===== src/rtl/urcd_params.svh =====
// constants of the uhf rfid command decoder: bit positions and field layout
// assumes the process output image arrives as separate bytes per update
`ifndef URCD_PARAMS_SVH
`define URCD_PARAMS_SVH
`define URCD_B_HEAD 7
`define URCD_B_NEXT 6
`define URCD_B_UID 5
`define URCD_B_READ 4
`define URCD_B_WRITE 3
`define URCD_B_GEOM 2
`define URCD_B_HINFO 1
`define URCD_B_RESET 0
`define URCD_BANK_HI 5
`define URCD_BANK_LO 4
`define URCD_LEN_HI 2
`define URCD_BANK_RSV 2'h0
`define URCD_BANK_UII 2'h1
`define URCD_BANK_TID 2'h2
`define URCD_BANK_USR 2'h3
`define URCD_INFO_BYTES 4'h8
`endif


===== src/rtl/urcd_pkg.sv =====
// types of the uhf rfid command decoder
// shared by the single design module
package urcd_pkg;
  typedef enum logic [2:0] {
    URCD_OP_NONE, URCD_OP_UID, URCD_OP_READ, URCD_OP_WRITE, URCD_OP_GEOM, URCD_OP_HINFO
  } urcd_op_type;
  typedef enum logic [1:0] {
    URCD_BANK_RESERVED, URCD_BANK_IDENT, URCD_BANK_TAGID, URCD_BANK_USER
  } urcd_bank_type;
  typedef enum {URCD_IDLE, URCD_BUSY} urcd_fsm_type;
endpackage


===== src/rtl/urcd_decoder.sv =====
// command decoder for one uhf rfid channel: process output image in, job out
// assumes image bytes are synchronous and updated by img_valid_i pulses
`timescale 1ns/1ps
`include "urcd_params.svh"

module urcd_decoder
  import urcd_pkg::*;
(
  input wire logic sys_clk_i, // 250 MHz clock
  input wire logic rst_n_i, // synchronous reset, active low
  input wire logic img_valid_i, // pulse: a new image has arrived
  input wire logic [7:0] ctrl_byte_i, // byte 0, command bits
  input wire logic [7:0] cfg_byte_i, // byte 1, bank and length
  input wire logic [7:0] start_address_high_i, // byte 2
  input wire logic [7:0] start_address_low_i, // byte 3
  input wire logic tag_present_i, // a tag lies in the sensing range
  input wire logic tag_changed_i, // pulse: a different tag came into range
  input wire logic [7:0] tag_blocks_m1_i, // tag block count minus one
  input wire logic [7:0] tag_block_bytes_m1_i, // tag bytes per block minus one
  input wire logic job_done_i, // pulse: head logic finished the job
  input wire logic job_err_i, // with job_done_i: job failed
  input wire logic [15:0] job_err_code_i, // with job_err_i: error code
  output logic head_on_o, // head transmitter active
  output logic job_start_o, // pulse: start job on head
  output urcd_op_type job_op_o, // operation of current job
  output urcd_bank_type job_bank_o, // bank of current job
  output logic [3:0] job_len_o, // byte count, 1..8
  output logic [15:0] job_addr_o, // start address on tag
  output logic busy_o, // command executing or blocked
  output logic done_o, // last command finished
  output logic error_o, // error status
  output logic [15:0] err_code_o, // two error code bytes
  output logic info_valid_o, // geometry bytes valid
  output logic [63:0] info_data_o // geometry read data, byte 0 in bits 7:0
);
  typedef struct packed {
    urcd_fsm_type fsm;
    logic [7:0] prev;
    logic blocked;
    logic used;
    logic head;
    logic start;
    urcd_op_type op;
    urcd_bank_type bank;
    logic [3:0] len;
    logic [15:0] addr;
    logic done;
    logic err;
    logic [15:0] code;
    logic info_v;
    logic [63:0] info;
  } urcd_state_type;

  urcd_state_type state_q, state_d;
  logic [7:0] rise;
  logic [2:0] ncmd;
  logic multi;
  urcd_op_type new_op;

  always_comb begin
    rise = ctrl_byte_i & ~state_q.prev;
    ncmd = 3'({2'h0, ctrl_byte_i[`URCD_B_UID]}) + 3'({2'h0, ctrl_byte_i[`URCD_B_READ]})
         + 3'({2'h0, ctrl_byte_i[`URCD_B_WRITE]}) + 3'({2'h0, ctrl_byte_i[`URCD_B_GEOM]})
         + 3'({2'h0, ctrl_byte_i[`URCD_B_HINFO]});
    multi = (ncmd > 3'h1);
    new_op = URCD_OP_NONE;
    if (rise[`URCD_B_UID]) begin
      new_op = URCD_OP_UID;
    end else if (rise[`URCD_B_READ]) begin
      new_op = URCD_OP_READ;
    end else if (rise[`URCD_B_WRITE]) begin
      new_op = URCD_OP_WRITE;
    end else if (rise[`URCD_B_GEOM]) begin
      new_op = URCD_OP_GEOM;
    end else if (rise[`URCD_B_HINFO]) begin
      new_op = URCD_OP_HINFO;
    end
  end

  always_comb begin
    state_d = state_q;
    state_d.start = 1'b0;
    if (tag_changed_i) begin
      state_d.used = 1'b0;
    end
    case (state_q.fsm)
      URCD_IDLE: begin
        if (state_q.blocked && tag_changed_i) begin
          state_d.blocked = 1'b0;
        end
        if (img_valid_i && !state_q.blocked && new_op != URCD_OP_NONE) begin
          if (multi) begin
            state_d.err = 1'b1;
          end else if (ctrl_byte_i[`URCD_B_NEXT] && state_q.used && !tag_changed_i) begin
            state_d.blocked = 1'b1;
            state_d.done = 1'b0;
          end else if (ctrl_byte_i[`URCD_B_HEAD] && tag_present_i) begin
            state_d.fsm = URCD_BUSY;
            state_d.start = (new_op != URCD_OP_GEOM);
            state_d.op = new_op;
            state_d.bank = urcd_bank_type'(cfg_byte_i[`URCD_BANK_HI:`URCD_BANK_LO]);
            state_d.len = {1'b0, cfg_byte_i[`URCD_LEN_HI:0]} + 4'h1;
            state_d.addr = {start_address_high_i, start_address_low_i};
            state_d.done = 1'b0;
            state_d.info_v = 1'b0;
          end
        end
      end
      URCD_BUSY: begin
        if (state_q.op == URCD_OP_GEOM) begin
          // geometry answered locally: blocks-1, bytes-1, then six zero bytes
          state_d.info = {48'h0, tag_block_bytes_m1_i, tag_blocks_m1_i};
          state_d.info_v = 1'b1;
          state_d.fsm = URCD_IDLE;
          state_d.done = 1'b1;
          state_d.used = 1'b1;
        end else if (job_done_i) begin
          state_d.fsm = URCD_IDLE;
          state_d.done = 1'b1;
          state_d.used = 1'b1;
          if (job_err_i) begin
            state_d.err = 1'b1;
            state_d.code = job_err_code_i;
          end
        end
      end
      default: state_d.fsm = URCD_IDLE;
    endcase
    // flagged at every image, busy or not; the reset bit below still wins
    if (img_valid_i && multi) begin
      state_d.err = 1'b1;
    end
    if (img_valid_i && rise[`URCD_B_RESET]) begin
      state_d.fsm = URCD_IDLE;
      state_d.start = 1'b0;
      state_d.blocked = 1'b0;
      state_d.used = 1'b0;
      state_d.done = 1'b1;
      state_d.err = 1'b0;
      state_d.code = 16'h0000;
    end
    if (img_valid_i) begin
      state_d.prev = ctrl_byte_i;
    end
    // enable from the latest image only, the byte lines are not valid in between;
    // head stays lit while busy even if enable drops, off once done
    state_d.head = state_d.prev[`URCD_B_HEAD] || (state_d.fsm == URCD_BUSY);
  end

  always_ff @(posedge sys_clk_i) begin
    if (!rst_n_i) begin
      state_q <= '0;
    end else begin
      state_q <= state_d;
    end
  end

  assign head_on_o = state_q.head;
  assign job_start_o = state_q.start;
  assign job_op_o = state_q.op;
  assign job_bank_o = state_q.bank;
  assign job_len_o = state_q.len;
  assign job_addr_o = state_q.addr;
  assign busy_o = (state_q.fsm == URCD_BUSY) || state_q.blocked;
  assign done_o = state_q.done;
  assign error_o = state_q.err;
  assign err_code_o = state_q.code;
  assign info_valid_o = state_q.info_v;
  assign info_data_o = state_q.info;

  a_multi_error: assert property (@(posedge sys_clk_i) disable iff (!rst_n_i)
    img_valid_i && multi && !rise[`URCD_B_RESET] |=> error_o)
    else $error("several command bits set without error");
  a_head_busy: assert property (@(posedge sys_clk_i) disable iff (!rst_n_i)
    busy_o && !state_q.blocked |-> head_on_o || $past(!busy_o))
    else $error("head off while command in progress");
  a_head_follow: assert property (@(posedge sys_clk_i) disable iff (!rst_n_i)
    $past(img_valid_i) && !busy_o && !$past(busy_o)
      |-> head_on_o == $past(ctrl_byte_i[`URCD_B_HEAD]))
    else $error("head does not follow enable");
  a_head_hold: assert property (@(posedge sys_clk_i) disable iff (!rst_n_i)
    !$past(img_valid_i) && !busy_o && !$past(busy_o) |-> head_on_o == $past(head_on_o))
    else $error("head changed between images");
  a_reset_clears: assert property (@(posedge sys_clk_i) disable iff (!rst_n_i)
    img_valid_i && rise[`URCD_B_RESET] |=> done_o && !error_o && err_code_o == 16'h0000
      && !busy_o)
    else $error("reset bit did not abort and clear");
  a_len_code: assert property (@(posedge sys_clk_i) disable iff (!rst_n_i)
    job_start_o |-> job_len_o == {1'b0, $past(cfg_byte_i[`URCD_LEN_HI:0])} + 4'h1)
    else $error("job length not count plus one");
  a_bank_take: assert property (@(posedge sys_clk_i) disable iff (!rst_n_i)
    job_start_o |-> job_bank_o == $past(cfg_byte_i[`URCD_BANK_HI:`URCD_BANK_LO]))
    else $error("bank select not taken");
  a_held_bit: assert property (@(posedge sys_clk_i) disable iff (!rst_n_i)
    img_valid_i && ctrl_byte_i == state_q.prev ##1 1'b1 |-> !job_start_o)
    else $error("held command bit restarted");
  a_read_start: assert property (@(posedge sys_clk_i) disable iff (!rst_n_i)
    img_valid_i && !busy_o && !multi && rise[`URCD_B_READ] && !rise[`URCD_B_UID]
      && ctrl_byte_i[`URCD_B_HEAD] && tag_present_i && !rise[`URCD_B_RESET]
      && !(ctrl_byte_i[`URCD_B_NEXT] && state_q.used)
      |=> job_start_o && job_op_o == URCD_OP_READ)
    else $error("read edge did not start a read");
  a_geom_data: assert property (@(posedge sys_clk_i) disable iff (!rst_n_i)
    $rose(info_valid_o) |-> info_data_o[63:16] == 48'h0)
    else $error("geometry tail bytes not zero");
  a_once_tag: assert property (@(posedge sys_clk_i) disable iff (!rst_n_i)
    state_q.blocked && !tag_changed_i && !(img_valid_i && rise[`URCD_B_RESET])
      |=> busy_o)
    else $error("blocked command released early");
endmodule


===== config.mk =====
export PLATFORM = sky130hd
export DESIGN_NAME = urcd_decoder
export DESIGN_NICKNAME = d
export VERILOG_FILES = /design/src/rtl/urcd_pkg.sv /design/src/rtl/urcd_decoder.sv
export VERILOG_INCLUDE_DIRS = /design/src /design/src/rtl
export SDC_FILE = /design/constraint.sdc
export NUM_CORES = 1
export LEC_CHECK = 0
export BUFFER_PORTS_ARGS = -buffer_cell sky130_fd_sc_hd__buf_4
export CORE_MARGIN = 5
export CORE_UTILIZATION = 50
export CTS_BUF_LIST = sky130_fd_sc_hd__clkbuf_2
export CTS_CLUSTER_DIAMETER = 50
export DETAILED_ROUTE_END_ITERATION = 10
export PLACE_DENSITY = 0.83
export SLEW_MARGIN = 0
export SYNTH_ARGS = -nofsm -noshare
export SYNTH_HDL_FRONTEND = slang
export SYNTH_SLANG_ARGS = --single-unit

===== constraint.sdc =====
create_clock -name sys_clk_i -period 2.8 [get_ports sys_clk_i]
set_input_delay 0.28 -clock sys_clk_i [delete_from_list [all_inputs] [get_ports sys_clk_i]]
set_output_delay 0.28 -clock sys_clk_i [all_outputs]
set_load 0.01 [all_outputs]

==> metrics.cfg <==
[finish]
multi_input_area_sq_um = 1740
final_cell_area_sq_um = 5810
n_fill_cell = 678
final_nets = 710
syn2layout_area_growth_pct = 31.7
antenna-diode-count = 0
seqCellArea_sq_um = 2060
drive_gt1_share_pct = 26.1

[min_path]
hp-start = tag_present_i
hp-class = in -> reg

[timing]
min_period_ns = 2.71
drv_slew = 0
fmax_mhz = 370
setup_viol = 0
hold_ws_ns = 0.0598
fin_crit_sh_pct = 96.6
hold_viol = 0
rsz0062_at_grt = no
skew_ns = 0.0411
setup_tns_ns = 0

[setup_path]
critPathBufInv = 5
slowest_stage = a2111o_1
cp_top_family = buffers and inverters
r2r_setup_slack_ns = 0.65
crit_chain = dlygate4sd3_1 -> buf_4 -> inv_1 -> fa_1 -> inv_1 -> ha_1 -> nand2_1 -> nand4b_1 -> a2111o_1 -> buf_4 -> o21ai_1 -> a21oi_1
end_kind = flop
worstPathRequired_ns = 3.25
crit_path_start_kind = input port
slowest_delay_ns = 0.57
startpoint = ctrl_byte_i[1]
crit_fanout = 13
critPathArrivalTime_ns = 3.15
reg2reg_from = state_q[130]
worstSetupPathType = in -> reg

[clock_network]
htreeDepth = 3
clkTransAtPathRegs_ns = 0.25
cts_made_buffers = 9
cts.sinks = 103
clockBufferDepth = 2
clk_latency_ns = 0.57
postCtsSetupRepairBufs = 0
ctsRootBufferMaster = clkbuf_2
cts_tree = done

[logic_synthesis]
syn_inst = 474
yosys.area.top_type_share_pct = 46.8
synth_top_area_cell = dfxtp_1
syn_area_sq_um = 4410
synth_area_leaders = dfxtp_1, buf_4, mux2i_1
syn-mean-instance-area_sq_um = 9.30
ys_seq_area_share_pct = 46.8
ys_ff_latch = 103
ys_types = 43
yosys_warnings = 0

[run]
drv_cap = 0

[floorplanning]
pin_count = 182
die_y_um = 104
core_sq_um = 8680
num_rows = 34
die-area_sq_um = 10800
start_util_pct = 50.8
die_w_um = 104

[power]
p_per_area_nw_per_um2 = 458
ir_worst_vdd_mv = 0.301
power_leakage_nw = 2.70

[route]
finalWirelength_mm = 10.9
ant_nets = 0
via_count = 3625
drt-pass1-iter-count = 4
first_iter_violations = 128
avgRoutedWirePerCell_um = 14.6
routed_via_density = 4.85
route.detailed.drc = 0

[global_route]
grt_usage_pct = 19.5
first_global_vias = 3668
grt_antenna_before_repair = 0
gr-total-overflow = 0
grt_start_max_net_pins = 36
grt_pass1_wl_mm = 17.5

[place]
place_congestion = 0.800
dp_hpwl_mm = 7.25
placedInstanceArea_sq_um = 5040
io_buffers = 130

[outcome]
status = completed

## logic make-up (layout without fill, tap and decap cells)
kind of cell             count (synthesis)  after routing  synth area share [%]
buffers and inverters                  136            224                  20.9
AND/OR/NAND/NOR                        119            119                  14.4
flip-flops                             103            103                  46.8
AO/OA/AOI/OAI                           89             89                  11.6
multiplexers                            22             22                  4.99
adder cells (fa/ha/maj)                  3              3                  1.02
other                                    1             79                0.0850
XOR/XNOR                                 1              1                 0.199
## routing by layer
metal	track usage, %	vias up	routed length, um
met5	0	-	0
met4	9.53	0	344
met3	5.46	29	856
met2	34.3	159	5520
met1	21.5	1680	4220
li1	-	1757	-
## final timing paths
kind,endpoint,cells after the start
hold / removal,done_o,4
setup reg to reg,job_addr_o[9],7
hold reg to reg,info_data_o[4],2
setup / recovery,job_addr_o[13],12
## area by class of cell
cell class	count	area share, %
Timing Repair Buffer	202	29.2
Clock buffer	9	0.776
Clock inverter	6	1.87
Inverter	7	0.452
Multi-Input combinational cell	313	29.9
Sequential cell	103	35.5
Tap cell	108	2.33
## state kept, by name, summed over array words and instances, names as in the netlist
name / count
info_data_o: 16
job_op_o: 3
job_bank_o: 2
state_q: 41
job_addr_o: 16
head_on_o: 1
job_len_o: 4
error_o: 1
job_start_o: 1
err_code_o: 16
done_o: 1
info_valid_o: 1
## cells in the mapped netlist, drive strengths merged
cell type  count
nand2b         4
a32oi          2
or3            1
a21o           1
fa             1
o41ai          1
nand3b         1
and3b          1
a31oi          1
a2111oi        1
a211oi         4
conb           1
buf          110
nand4          3
nor2          27
o211a          1
or3b           1
mux2i         22
nor3b          1
and3           1
nor3           3
a2111o         1
ha             2
nand4b         2
a21oi         33
nand2         21
inv            6
o2111ai        2
nor4           8
clkbuf        19
nor2b          6
or4            1
xnor2          1
o22ai          1
clkinv         1
nand3         38
dfxtp        103
o21ai         41
## cell usage in the layout, fill, tap and decap left out, types with 2 or more instances in the layout
master	count
mux2i_1	22
conb_1	79
nor4_1	3
dfxtp_1	103
dlygate4sd3_1	61
nand2_1	21
nor2b_1	6
nand4_2	2
a32oi_1	2
nor3_1	2
ha_1	2
o21ai_0	12
buf_4	139
a21oi_1	33
bufinv_16	3
clkinv_2	2
nor2_1	26
nand3_1	38
nor4_2	4
clkbuf_2	9
a211oi_1	4
buf_12	2
o2111ai_1	2
nand4b_1	2
nand2b_1	4
inv_1	6
o21ai_1	29
## tightest hold or removal path, cell delays in order
cell and delay [ns]:
buf_4 0.09, a21oi_1 0.05, o21ai_1 0.11, a21oi_1 0.07
## where the power goes
group / leakage (nW) / internal (mW) / switching, mW / total (mW)
clock: 0.0921 / 0.380 / 0.471 / 0.851
combinational: 1.77 / 0.150 / 0.139 / 0.289
sequential: 0.843 / 1.50 / 0.0130 / 1.52
## repair_timing
item                       in CTS  in global routing
hold endpoints to repair       60                  1
setup endpoints to repair       0                  5
gates resized for setup         0                  1
hold buffers                   60                  1
## stage by stage
step | setup slack (ns) | total power [mW] | instances | utilization [%]
finish | 0.0947 | 2.66 | 748 | 66.9
global route | 0.00690 | 2.78 | 748 | 66.9
CTS | 0.136 | 2.67 | 747 | 66.8
detailed placement | 0.0671 | 1.76 | 672 | 58.1
global placement | 0.135 | 1.75 | 672 | 58.1
floorplan | 0.372 | 1.70 | 552 | -
Power figures use the tool's default switching activity.
